**config.mk**
```make
export PLATFORM = sky130hd
export DESIGN_NAME = tcc_timer
export DESIGN_NICKNAME = d
export VERILOG_FILES = /design/src/tcc_pkg.sv /design/src/tcc_timer.sv /design/src/tcc_sync.sv /design/src/tcc_wavegen.sv
export VERILOG_INCLUDE_DIRS = /design/src
export SDC_FILE = /design/constraint.sdc
export NUM_CORES = 1
export LEC_CHECK = 0
export ABC_CLOCK_PERIOD_IN_PS = 3320
export BUFFER_PORTS_ARGS = -buffer_cell sky130_fd_sc_hd__buf_4
export CAP_MARGIN = 15
export CORE_MARGIN = 3
export CORE_UTILIZATION = 30
export CTS_BUF_LIST = sky130_fd_sc_hd__clkbuf_4 sky130_fd_sc_hd__clkbuf_8
export CTS_CLUSTER_DIAMETER = 200
export DETAILED_ROUTE_END_ITERATION = 10
export SYNTH_ARGS = -nofsm -noshare
export SYNTH_HDL_FRONTEND = slang
export SYNTH_HIERARCHICAL = 1
export SYNTH_SLANG_ARGS = --single-unit
```
**constraint.sdc**
```tcl
create_clock -name pclk -period 3.32 [get_ports pclk]
set_input_delay 0.166 -clock pclk [delete_from_list [all_inputs] [get_ports pclk]]
set_output_delay 0.166 -clock pclk [all_outputs]
set_load 0.01 [all_outputs]
```
**src/tcc_defs.svh**
```systemverilog
// Purpose: constants for the 8-bit timer/counter with one compare unit
// Assumes: APB slave, 32-bit data, one word per register
// Notes:   offsets are byte addresses; field positions are bit indices
// Notes on behaviour
// RULE_01: Counter and compare registers are 8 bits, with an 8-bit equality compare.
// RULE_02: Counter counts up or down by one under a direction control.
// RULE_03: Each timer tick clears, increments or decrements per mode.
// RULE_04: Clock select zero gives no tick; counter stays stopped.
// RULE_05: Software reads and writes the counter whether running or not.
// RULE_06: A software counter write beats clear or count in that cycle.
// RULE_07: Bottom is 0x00; maximum is 0xFF.
// RULE_08: Top is 0xFF or the compare value, chosen by mode.
// RULE_09: The two low waveform-mode bits select the count sequence.
// RULE_10: Overflow flag set at mode-dependent points; can interrupt.
// RULE_11: Equality sets the compare flag on the following tick.
// RULE_12: Enabled compare flag requests interrupt; service acknowledge clears it.
// RULE_13: Writing one to the compare flag bit clears it; zero keeps it.
// RULE_14: Flags read in a flag register; each masked individually.
// RULE_15: Output derives from match, mode, action bits, top and bottom; in the code top has no effect on the output.
// RULE_16: Compare value double buffered in PWM modes only.
// RULE_17: Buffered compare value moves to active at top or bottom; the code copies it at top only, in both PWM modes.
// RULE_18: Software compare access hits buffer when buffered, else active.
// RULE_19: Force strobe acts as a match for the output in non-PWM modes.
// RULE_20: Forced match sets no flag, no clear; output per action bits.
// RULE_21: A counter write blocks compare matches in the next tick.
// RULE_22: Output state holds across mode changes; action changes act at once.
// RULE_23: Software should set output state by forcing before enabling the pin.
// RULE_24: Mode zero counts up only and wraps from max to zero.
// RULE_25: Mode two clears the counter when it matches the compare value.
// RULE_26: In normal mode overflow sets as the counter becomes zero.
// RULE_27: Reset clears the internal output state to low.
// RULE_28: The timer tick is a one-cycle enable from an outside prescaler.
`ifndef TCC_DEFS_SVH
`define TCC_DEFS_SVH
`define TCC_OFF_CTRL    12'h000
`define TCC_OFF_COUNT   12'h004
`define TCC_OFF_CMP     12'h008
`define TCC_OFF_FLAG    12'h00C
`define TCC_OFF_MASK    12'h010
`define TCC_OFF_FORCE   12'h014
`define TCC_F_WGM_LO    0
`define TCC_F_WGM_HI    2
`define TCC_F_COM_LO    4
`define TCC_F_CS_LO     8
`define TCC_BIT_OVF     0
`define TCC_BIT_CMP     1
`define TCC_BIT_FORCE   0
`define TCC_BOTTOM      8'h00
`define TCC_MAX         8'hFF
`define TCC_RST_BYTE    8'h00
`endif

```
**src/tcc_pkg.sv**
```systemverilog
// Purpose: types for the timer/counter
// Assumes: nothing
// Notes:   mode codes follow the waveform-mode field
package tcc_pkg;
   typedef enum logic [2:0] {
      TCC_NORMAL = 3'h0,
      TCC_PCPWM  = 3'h1,
      TCC_CTC    = 3'h2,
      TCC_FPWM   = 3'h3,
      TCC_RSV4   = 3'h4,
      TCC_PCPWM_T = 3'h5,
      TCC_RSV6   = 3'h6,
      TCC_FPWM_T = 3'h7
   } tcc_mode_t;
   typedef enum {TCC_UP, TCC_DOWN} tcc_dir_t;
endpackage

```
**src/tcc_timer.sv**
```systemverilog
// Purpose: 8-bit timer/counter with compare unit, APB registers
// Assumes: prescaler tick inputs are one-cycle pulses on pclk
// Notes:   flags clear by writing one; acknowledge clears compare flag
`timescale 1ns/1ps
`default_nettype none
`include "tcc_defs.svh"
module tcc_timer
   import tcc_pkg::*;
(
   input  wire logic        pclk,
   input  wire logic        presetn,
   input  wire logic        psel,
   input  wire logic        penable,
   input  wire logic        pwrite,
   input  wire logic [11:0] paddr,
   input  wire logic [31:0] pwdata,
   output logic      [31:0] prdata,
   output logic             pready,
   output logic             pslverr,
   input  wire logic [6:0]  presc_tick,
   input  wire logic        ext_clk_pin,
   input  wire logic        cmp_irq_ack,
   input  wire logic        ovf_irq_ack,
   output logic             ovf_irq,
   output logic             cmp_irq,
   output logic             compare_output,
   output logic             top_flag,
   output logic             bottom_flag
);
   logic [7:0] counter_value;
   logic [7:0] compare_value;
   logic [7:0] cmp_buffer;
   logic [2:0] wgm;
   logic [1:0] com;
   logic [2:0] clock_select_field;
   logic       overflow_flag;
   logic       compare_flag;
   logic [1:0] mask;
   logic       block_match;
   tcc_dir_t   dir;
   logic       ext_sync;
   logic       ext_prev;
   logic       tick;
   logic       wr;
   logic       cnt_wr;
   logic       force_wr;
   logic       match;
   logic       at_top;
   logic       at_bottom;
   logic       pwm_mode;
   logic [7:0] top_val;
   logic [7:0] next_count;
   logic       oc_state;
   logic       flag_clr_ovf;
   logic       flag_clr_cmp;

   // Address compare shared by the write decode points; read decode cases on paddr
   function automatic logic hit(input logic [11:0] a, input logic [11:0] o);
      hit = (a == o);
   endfunction

   assign wr = psel && penable && pwrite;
   assign cnt_wr = wr && hit(paddr, `TCC_OFF_COUNT);
   assign force_wr = wr && hit(paddr, `TCC_OFF_FORCE)
                     && pwdata[`TCC_BIT_FORCE];
   assign pwm_mode = wgm[0];                               // [RULE_16]

   // External count input, synchronised then edge detected
   tcc_sync u_sync (
      .pclk    (pclk),
      .presetn (presetn),
      .din     (ext_clk_pin),
      .dout    (ext_sync)
   );

   always_ff @(posedge pclk or negedge presetn) begin
      if (!presetn) begin
         ext_prev <= 1'b0;
      end else begin
         ext_prev <= ext_sync;
      end
   end

   // Clock select: 0 stops, 1..5 prescaler taps, 6/7 external edge
   always_comb begin
      unique case (clock_select_field)
         3'h0:    tick = 1'b0;                             // [RULE_04]
         3'h6:    tick = ext_prev && !ext_sync;
         3'h7:    tick = !ext_prev && ext_sync;
         default: tick = presc_tick[clock_select_field];   // [RULE_28]
      endcase
   end

   // Top selection and comparator
   assign top_val = wgm[2] ? compare_value : `TCC_MAX;      // [RULE_08]
   assign match = (counter_value == compare_value)         // [RULE_01]
                  && !block_match;                          // [RULE_21]
   assign at_top = (wgm[1:0] == 2'b10) ?
                   (counter_value == compare_value) :
                   (counter_value == top_val);
   assign at_bottom = (counter_value == `TCC_BOTTOM);      // [RULE_07]

   // Next counter value per mode and direction
   always_comb begin
      next_count = counter_value;
      unique case (wgm[1:0])                               // [RULE_09]
         2'b00: next_count = counter_value + 8'h01;        // [RULE_24]
         2'b10: next_count = (counter_value == compare_value) ?
                             `TCC_BOTTOM :
                             counter_value + 8'h01;         // [RULE_25]
         2'b11: next_count = at_top ? `TCC_BOTTOM :
                             counter_value + 8'h01;
         // Turn at top and bottom at once; dir register updates on the same tick
         2'b01: next_count = (at_top || (dir == TCC_DOWN && !at_bottom)) ?
                             counter_value - 8'h01 :
                             counter_value + 8'h01;         // [RULE_02]
      endcase
   end

   // Counter register; software write wins over count
   always_ff @(posedge pclk or negedge presetn) begin
      if (!presetn) begin
         counter_value <= `TCC_RST_BYTE;
      end else if (cnt_wr) begin
         counter_value <= pwdata[7:0];                     // [RULE_06] [RULE_05]
      end else if (tick) begin
         counter_value <= next_count;                      // [RULE_03]
      end
   end

   // Direction for dual-slope mode
   always_ff @(posedge pclk or negedge presetn) begin
      if (!presetn) begin
         dir <= TCC_UP;
      end else if (wgm[1:0] != 2'b01) begin
         dir <= TCC_UP;
      end else if (tick && at_top) begin
         dir <= TCC_DOWN;
      end else if (tick && at_bottom) begin
         dir <= TCC_UP;
      end
   end

   // Match blocking after a counter write, released by next tick
   always_ff @(posedge pclk or negedge presetn) begin
      if (!presetn) begin
         block_match <= 1'b0;
      end else if (cnt_wr) begin
         block_match <= 1'b1;                              // [RULE_21]
      end else if (tick) begin
         block_match <= 1'b0;
      end
   end

   // Compare value and its buffer
   always_ff @(posedge pclk or negedge presetn) begin
      if (!presetn) begin
         compare_value <= `TCC_RST_BYTE;
         cmp_buffer    <= `TCC_RST_BYTE;
      end else begin
         if (wr && hit(paddr, `TCC_OFF_CMP)) begin
            cmp_buffer <= pwdata[7:0];
            if (!pwm_mode) begin
               compare_value <= pwdata[7:0];               // [RULE_18]
            end
         end
         if (pwm_mode && tick) begin
            if ((wgm[1] && at_top) || (!wgm[1] && at_top)) begin
               compare_value <= cmp_buffer;                // [RULE_17]
            end
         end
      end
   end

   // Control fields
   always_ff @(posedge pclk or negedge presetn) begin
      if (!presetn) begin
         wgm                <= 3'h0;
         com                <= 2'h0;
         clock_select_field <= 3'h0;
         mask               <= 2'h0;
      end else begin
         if (wr && hit(paddr, `TCC_OFF_CTRL)) begin
            wgm <= pwdata[`TCC_F_WGM_HI:`TCC_F_WGM_LO];
            com <= pwdata[`TCC_F_COM_LO+1:`TCC_F_COM_LO];  // [RULE_22]
            clock_select_field <= pwdata[`TCC_F_CS_LO+2:`TCC_F_CS_LO];
         end
         if (wr && hit(paddr, `TCC_OFF_MASK)) begin
            mask <= pwdata[1:0];                           // [RULE_14]
         end
      end
   end

   assign flag_clr_ovf = (wr && hit(paddr, `TCC_OFF_FLAG)
                          && pwdata[`TCC_BIT_OVF]) || ovf_irq_ack;
   assign flag_clr_cmp = (wr && hit(paddr, `TCC_OFF_FLAG)
                          && pwdata[`TCC_BIT_CMP]) || cmp_irq_ack;

   // Flags: set wins over clear
   always_ff @(posedge pclk or negedge presetn) begin
      if (!presetn) begin
         overflow_flag <= 1'b0;
         compare_flag  <= 1'b0;
      end else begin
         if (tick && ((wgm[0] == 1'b0 && counter_value == `TCC_MAX
                       && next_count == `TCC_BOTTOM)          // [RULE_26]
                      || (wgm[1:0] == 2'b11 && at_top)
                      || (wgm[1:0] == 2'b01 && at_bottom))) begin
            overflow_flag <= 1'b1;                         // [RULE_10]
         end else if (flag_clr_ovf) begin
            overflow_flag <= 1'b0;
         end
         if (tick && match) begin
            compare_flag <= 1'b1;                          // [RULE_11]
         end else if (flag_clr_cmp) begin
            compare_flag <= 1'b0;                          // [RULE_13] [RULE_12]
         end
      end
   end

   // Waveform output state
   tcc_wavegen u_wave (
      .pclk      (pclk),
      .presetn   (presetn),
      .tick      (tick),
      .match     (match),
      .force_hit (force_wr && !pwm_mode),
      .at_top    (at_top),
      .at_bottom (at_bottom),
      .down      (dir == TCC_DOWN),
      .mode      (wgm),
      .action    (com),
      .oc_state  (oc_state)
   );

   // Registered outputs
   always_ff @(posedge pclk or negedge presetn) begin
      if (!presetn) begin
         ovf_irq        <= 1'b0;
         cmp_irq        <= 1'b0;
         compare_output <= 1'b0;
         top_flag       <= 1'b0;
         bottom_flag    <= 1'b0;
      end else begin
         ovf_irq        <= overflow_flag && mask[`TCC_BIT_OVF];
         cmp_irq        <= compare_flag && mask[`TCC_BIT_CMP]; // [RULE_12]
         compare_output <= oc_state;
         top_flag       <= at_top;
         bottom_flag    <= at_bottom;                      // [RULE_07]
      end
   end

   // APB read data and answer, zero wait
   always_ff @(posedge pclk or negedge presetn) begin
      if (!presetn) begin
         prdata  <= 32'h0000_0000;
         pready  <= 1'b0;
         pslverr <= 1'b0;
      end else begin
         pready  <= psel && !penable;
         pslverr <= 1'b0;
         prdata  <= 32'h0000_0000;
         if (psel && !penable) begin
            unique case (paddr)
               `TCC_OFF_CTRL:  prdata <= {21'h0, clock_select_field,
                                          2'h0, com, 1'b0, wgm};
               `TCC_OFF_COUNT: prdata <= {24'h0, counter_value};
               `TCC_OFF_CMP:   prdata <= {24'h0, pwm_mode ?
                                          cmp_buffer : compare_value};
               `TCC_OFF_FLAG:  prdata <= {30'h0, compare_flag,
                                          overflow_flag};
               `TCC_OFF_MASK:  prdata <= {30'h0, mask};
               `TCC_OFF_FORCE: prdata <= 32'h0000_0000;
               default:        pslverr <= 1'b1;
            endcase
         end
      end
   end
endmodule
`default_nettype wire

```
**src/tcc_sync.sv**
```systemverilog
// Purpose: three-stage synchroniser for a pin-side level
// Assumes: input is asynchronous to pclk
// Notes:   output changes once stages two and three agree
`timescale 1ns/1ps
`default_nettype none
module tcc_sync (
   input  wire logic pclk,
   input  wire logic presetn,
   input  wire logic din,
   output logic      dout
);
   logic s1;
   logic s2;
   logic s3;
   // Shift chain, first stage read only by the second
   always_ff @(posedge pclk or negedge presetn) begin
      if (!presetn) begin
         s1   <= 1'b0;
         s2   <= 1'b0;
         s3   <= 1'b0;
         dout <= 1'b0;
      end else begin
         s1 <= din;
         s2 <= s1;
         s3 <= s2;
         if (s2 == s3) begin
            dout <= s3;
         end
      end
   end
endmodule
`default_nettype wire

```
**src/tcc_wavegen.sv**
```systemverilog
// Purpose: compare output state machine
// Assumes: match and force already qualified by the caller
// Notes:   action bits act at once on the next event
`timescale 1ns/1ps
`default_nettype none
module tcc_wavegen
   import tcc_pkg::*;
(
   input  wire logic       pclk,
   input  wire logic       presetn,
   input  wire logic       tick,
   input  wire logic       match,
   input  wire logic       force_hit,
   input  wire logic       at_top,
   input  wire logic       at_bottom,
   input  wire logic       down,
   input  wire logic [2:0] mode,
   input  wire logic [1:0] action,
   output logic            oc_state
);
   logic next_oc;
   logic pwm;
   logic slope;

   // Next output value from event, mode and action
   always_comb begin
      pwm     = (mode[0] == 1'b1);
      slope   = (mode[1:0] == 2'b11);
      next_oc = oc_state;
      if (!pwm) begin
         if ((tick && match) || force_hit) begin            // [RULE_19]
            unique case (action)                           // [RULE_20]
               2'b00: next_oc = oc_state;
               2'b01: next_oc = ~oc_state;
               2'b10: next_oc = 1'b0;
               2'b11: next_oc = 1'b1;
            endcase
         end
      end else if (action[1] && tick) begin                 // [RULE_15]
         if (slope) begin
            if (at_bottom) begin
               next_oc = ~action[0];
            end else if (match) begin
               next_oc = action[0];
            end
         end else if (match) begin
            next_oc = down ? ~action[0] : action[0];
         end else if (at_top && !match) begin
            next_oc = next_oc;
         end
      end
   end

   // Output state register, held across mode changes
   always_ff @(posedge pclk or negedge presetn) begin
      if (!presetn) begin
         oc_state <= 1'b0;                                 // [RULE_27]
      end else begin
         oc_state <= next_oc;                              // [RULE_22]
      end
   end
endmodule
`default_nettype wire

```
# Word-level counts from Yosys, hierarchy flattened
# Cells that the tools add are included.
dict set report word_totals {
  register_bits 114
  inputBits 59
  output_inout_bits 39
  elab_cells 150
}
dict set report op_classes {
  n_addsub 2
  order_cmp 1
  n_eq_ne 23
  muxes 38
  bitwise 3
  n_reduce_logical 58
}
# operator n
set op_table {}
lappend op_table {{$mux W32} 3}
lappend op_table {{$mux W8} 11}
lappend op_table {{$pmux W11 S5} 1}
lappend op_table {{$eq A32 B2 Y1 const B} 1}
lappend op_table {{$pmux W8 S4} 1}
lappend op_table {{$logic_and A1 B1 Y1} 31}
lappend op_table {{$eq A12 B4 Y1 const B} 2}
lappend op_table {{$eq A12 B5 Y1 const B} 2}
lappend op_table {{$mux W1} 18}
lappend op_table {{$eq A8 B8 Y1} 2}
lappend op_table {{$logic_not A8 Y1} 2}
lappend op_table {{$eq A12 B3 Y1 const B} 1}
lappend op_table {{$logic_not A12 Y1} 1}
lappend op_table {{$mux W11} 1}
lappend op_table {{$add A8 B1 Y8 const B} 1}
lappend op_table {{$eq A2 B2 Y1 const B} 4}
lappend op_table {{$eq A8 B8 Y1 const B} 1}
lappend op_table {{$reduce_bool A2 Y1} 4}
lappend op_table {{$sub A8 B1 Y8 const B} 1}
lappend op_table {{$logic_not A1 Y1} 7}
lappend op_table {{$logic_or A1 B1 Y1} 7}
lappend op_table {{$eq A3 B3 Y1 const B} 2}
lappend op_table {{$ne A3 B1 Y1 const B} 2}
lappend op_table {{$pmux W1 S3} 2}
lappend op_table {{other kinds (12)} 17}

# Logic depth before layout (Yosys ltp)
dict set report depth {
  word_depth 12
  depth_mapped 10
}

# By module
# Netlist, hierarchy kept.
# mod n_inst cells_each area_per_inst_um2 seq_area_each_um2
set modules_own_cells {}
lappend modules_own_cells {tcc_timer 1 353 3467.1 1426.4}
lappend modules_own_cells {tcc_sync 1 5 111.4 100.1}
lappend modules_own_cells {tcc_wavegen 1 14 107.6 25.0}

# Worst setup path after synthesis
# No wires, ideal clock.
dict set report synth_timing {
  kind {register to register}
  startpoint {reg counter_value[0]}
  endpoint {reg counter_value[5]}
  setup_time_ns 0.127
  arrival_time_ns 2.081
  t_required_ns 3.193
  path_slack_ns 1.111
  stages_incl_launch_ff 11
  period_less_slack_ns 2.209
  path_cell_list {dfrtp_1 buf_2 inv_1 ha_1 nand4_2 a32o_1 o211a_1 buf_6 a311o_1 a211oi_2 a211oi_2}
}
dict set report synth_via {
  elab_chain_cells 8
  elab_cells_between_ends 15
}
# element line
set synth_lines {}
lappend synth_lines {{start, declared} tcc_timer.sv:30} ;# logic [7:0] counter_value;
lappend synth_lines {{start signal, assigned} tcc_timer.sv:123} ;# counter_value <= `TCC_RST_BYTE;
lappend synth_lines {{start signal, assigned} tcc_timer.sv:125} ;# counter_value <= pwdata[7:0];
lappend synth_lines {{start signal, assigned} tcc_timer.sv:127} ;# counter_value <= next_count;
lappend synth_lines {{parallel branches: the longest is 5 deep, another holds $add A8 B1 Y8} -}
lappend synth_lines {{$pmux W8 S4 (*)} tcc_timer.sv:106} ;# unique case (wgm[1:0])
lappend synth_lines {{$mux W8 (*)} tcc_timer.sv:126} ;# end else if (tick) begin
lappend synth_lines {{$mux W8 (*)} tcc_timer.sv:124} ;# end else if (cnt_wr) begin
# Mark *: on every way between the ends. The select of a mux whose other input is x is not followed.
# A chain may end at the register's enable or synchronous reset.

# Worst setup path in the final report
dict set report layout_timing {
  startpoint {reg counter_value[0]}
  endpoint {reg compare_value[2]}
}
dict set report layout_via {
  elab_chain_cells 6
  elab_cells_between_ends 8
}
# element line
set layout_lines {}
lappend layout_lines {{$eq A8 B8 Y1 (on tied branches)} {tcc_timer.sv:100, tcc_timer.sv:99}}
lappend layout_lines {{$mux W1 (*)} tcc_timer.sv:98} ;# assign at_top = (wgm[1:0] == 2'b10) ?
lappend layout_lines {{named net at_top} tcc_timer.sv:48} ;# logic at_top;
lappend layout_lines {{$logic_and A1 B1 Y1} tcc_timer.sv:168} ;# if ((wgm[1] && at_top) || (!wgm[1] && at_top)) begin
lappend layout_lines {{$logic_or A1 B1 Y1 (*)} tcc_timer.sv:168}
lappend layout_lines {{$mux W8 (*)} tcc_timer.sv:168}
lappend layout_lines {{$mux W8 (*)} tcc_timer.sv:167} ;# if (pwm_mode && tick) begin
lappend layout_lines {{end signal, assigned} tcc_timer.sv:158} ;# compare_value <= `TCC_RST_BYTE;
lappend layout_lines {{end signal, assigned} tcc_timer.sv:164} ;# compare_value <= pwdata[7:0];
lappend layout_lines {{end signal, assigned} tcc_timer.sv:169} ;# compare_value <= cmp_buffer;
lappend layout_lines {{end, declared} tcc_timer.sv:31} ;# logic [7:0] compare_value;
# Mark *: on every way through the listed nets, which the timed path passes. The rest lies on a longest branch.

==> impl_metrics.tcl <==
set metrics [dict create \
    grtUsageTotal_pct 14.5 \
    wl_per_cell_um 16.7 \
    hold_end "pready$_DFF_PN0_" \
    slowest_delay_ns 0.62 \
    synth_commonest_cells "dfrtp_1, nor2_1, mux2_2, a21oi_1, buf_4" \
    die-height_um 117 \
    synthXorXnorAreaFrac_pct 0.950 \
    yosysMostFrequentCell "dfrtp_1" \
    synth_ff_type "dfrtp_1" \
    clk_pin_slew_ns 0.07 \
    crit_family "simple AND/OR/NAND/NOR gates" \
    yosysSeqAreaShare_pct 42.1 \
    synth_adder_area_share_pct 1.32 \
    core_area_um2 11700 \
    htree_num_levels 3 \
    finalCriticalPeriod_ns 2.67 \
    crit_buf_inv 0 \
    final_area_um2 4350 \
    worstMarginPinSlew_ns 0.785 \
    fmax_ghz 0.375 \
    synthSimpleGateAreaFrac_pct 19.5 \
    hold_path_depth 2 \
    cts_tree "built" \
    synthArstFlopShare_pct 100 \
    setup_viol 0 \
    drcViolationCount 0 \
    crit_path_end_kind "flop" \
    drt_first_iter_violations 201 \
    final_layout_size_suffix_gt1_share_pct 27.4 \
    syn_area_um2 3690 \
    p_per_area_nw_per_um2 372 \
    slew_headroom_pct 47.7 \
    num_vias 2941 \
    antenna_found_initial 0 \
    yosysTopAreaCellShare_pct 42.1 \
    yosysTopAreaCell "dfrtp_1" \
    r2r-start "counter_value[0]$_DFFE_PN0P_" \
    synth_edf_count 0 \
    clockBufferDepth 2 \
    slew_viol_final 0 \
    port_buffers 53 \
    pin_count 98 \
    synth.area.top_cells "dfrtp_1, mux2_2, buf_4" \
    wl_um 9530 \
    clock_latency_ns 0.34 \
    fin_skew_ns 0.00886 \
    grt_pass1_vias 2954 \
    synth.avg_cell_area_um2 9.91 \
    dieArea_um2 13700 \
    worstSetupPathType "flop to flop" \
    rows 39 \
    hold_viol 0 \
    rr_endpoint "compare_value[2]$_DFF_PN0_" \
    diodes 0 \
    rsz0062_at_grt "false" \
    synth_top_family_by_area "simple AND/OR/NAND/NOR gates" \
    setup-tns-final_ns 0 \
    max_cap_violations 0 \
    r2r_slack_ns 0.65 \
    syn_inst 372 \
    grt_max_degree 63 \
    power.leakage_nw 1.96 \
    initial_core_util_pct 31.5 \
    slowest_stage "dfrtp_1" \
    cts-root-buf "clkbuf_8" \
    synth.distinct_cells 66 \
    peakVddDrop_uv 159 \
    gp_congestion 0.874 \
    fin_crit_sh_pct 80.3 \
    hold_path.class "input pin to flop" \
    yosys_register_bits 62 \
    postRouteAntennaNets 0 \
    postPlaceCellArea_um2 4110 \
    cts_sinks 62 \
    status "completed" \
    overflow 0 \
    cp.required_ns 3.50 \
    cp_max_fo 16 \
    hp-start "penable" \
    synthMuxAreaShare_pct 10.9 \
    fin_nets 484 \
    nFillCells 1175 \
    grt_pass1_wl_um 15300 \
    path_cells "xnor2_1, o2111ai_1, nor3_1, o21a_1, nand3_1, nor2_1, a21oi_1" \
    viasPerCell 5.16 \
    syn_to_final_growth_pct 18.1 \
    arrival_ns 2.85 \
    cts_made_buffers 9 \
    yosysWarnings 6 \
    dp_hpwl_um 6970 \
    ctsResizeCount 0 \
    first_pass_iters 5 \
    synth-compound-area-share_pct 16.5 \
    rr_worst_depth 7 \
    die_w_um 117 \
    critPathLaunchType "flop" \
]
## how the worst max path moves through the flow
stage / from / depth (start not counted) / to / slack (ns)
after detailed placement: counter_value[0]$_DFFE_PN0P_ / 7 / compare_value[2]$_DFF_PN0_ / 0.75
after global routing: counter_value[0]$_DFFE_PN0P_ / 7 / compare_value[3]$_DFF_PN0_ / 0.43
after global placement: counter_value[4]$_DFFE_PN0P_ / 7 / counter_value[2]$_DFFE_PN0P_ / 0.78
final: counter_value[0]$_DFFE_PN0P_ / 7 / compare_value[2]$_DFF_PN0_ / 0.65
after floorplan: counter_value[0]$_DFFE_PN0P_ / 10 / counter_value[5]$_DFFE_PN0P_ / 1.11
after CTS: counter_value[0]$_DFFE_PN0P_ / 7 / compare_value[2]$_DFF_PN0_ / 0.71
## kinds of logic after synthesis
family	count (synthesis)
flops	62
other cells	1
fa+ha+maj	4
simple gates	122
mux	37
xor+xnor	4
compound gates	86
buf+inv	56
## worst register-to-register path, delay by kind of cell (launching register included)
| kind | cells | cell delay (ns) |
|---|---|---|
| DFF | 1 | 0.62 |
| and+or+nand+nor | 3 | 1.19 |
| xor gates and xnor gates | 1 | 0.19 |
| AOI/OAI and AO/OA | 3 | 0.50 |
## routing by layer
metal | up-vias | routed length, um | GRT usage (%)
met5 | - | 0 | 0
met4 | 0 | 127 | 5.05
met3 | 12 | 574 | 3.29
met2 | 104 | 4360 | 22.6
met1 | 1407 | 4470 | 20.0
li1 | 1418 | - | -
## cells in the final DEF (no fill, tap or decap), types with 6 or more instances in the layout
cell	instances
inv_1	15
and2_1	6
mux2_2	26
nand2_1	14
mux2i_1	11
nor3_1	12
nand2b_1	8
nor2_1	37
dfrtp_1	62
o21ai_0	13
nor2b_1	6
conb_1	21
clkbuf_8	10
nand3_1	8
a222oi_1	6
buf_4	57
a21oi_1	22
## state kept, by name, summed over array words and instances (netlist names), 2 cells and up
signal / count
compare_value: 8
cmp_buffer: 8
prdata: 11
mask: 2
counter_value: 8
com: 2
wgm: 3
clock_select_field: 3
## report_power, final
part           leakage [nW]  switching [W]  internal, W  total, W
clock network         0.117       0.000289     0.000458  0.000747
logic                  1.01      0.0000590    0.0000435  0.000103
registers             0.840     0.00000883     0.000763  0.000771
total                  1.96       0.000357      0.00126   0.00162
## area by class of cell
class | count | area [um2] | share of cell area (%)
clock buffer | 12 | 153 | 3.51
clock inverter | 4 | 70.1 | 1.61
inverter | 16 | 60.1 | 1.38
multi-input combinational | 274 | 1890 | 43.5
sequential | 62 | 1550 | 35.6
tap | 143 | 179 | 4.11
timing repair buffer | 59 | 448 | 10.3
## what timing repair did
action,CTS,global route
setup buffers,0,0
endpoints found under the hold margin,63,0
hold buffers,2,0
## metrics by stage
stage	util (%)	setup WS, ns	power, W	hold WS [ns]	std cells
floorplan	-	1.11	0.000843	-0.130	392
global placement	35.1	0.775	0.000886	0.278	552
detailed placement	35.1	0.747	0.000888	0.278	552
CTS	37.2	0.712	0.00164	0.0243	570
global route	37.2	0.427	0.00169	0.0407	570
finish	37.2	0.654	0.00162	0.0397	570
No activity file was read; power rests on OpenSTA's default activity.
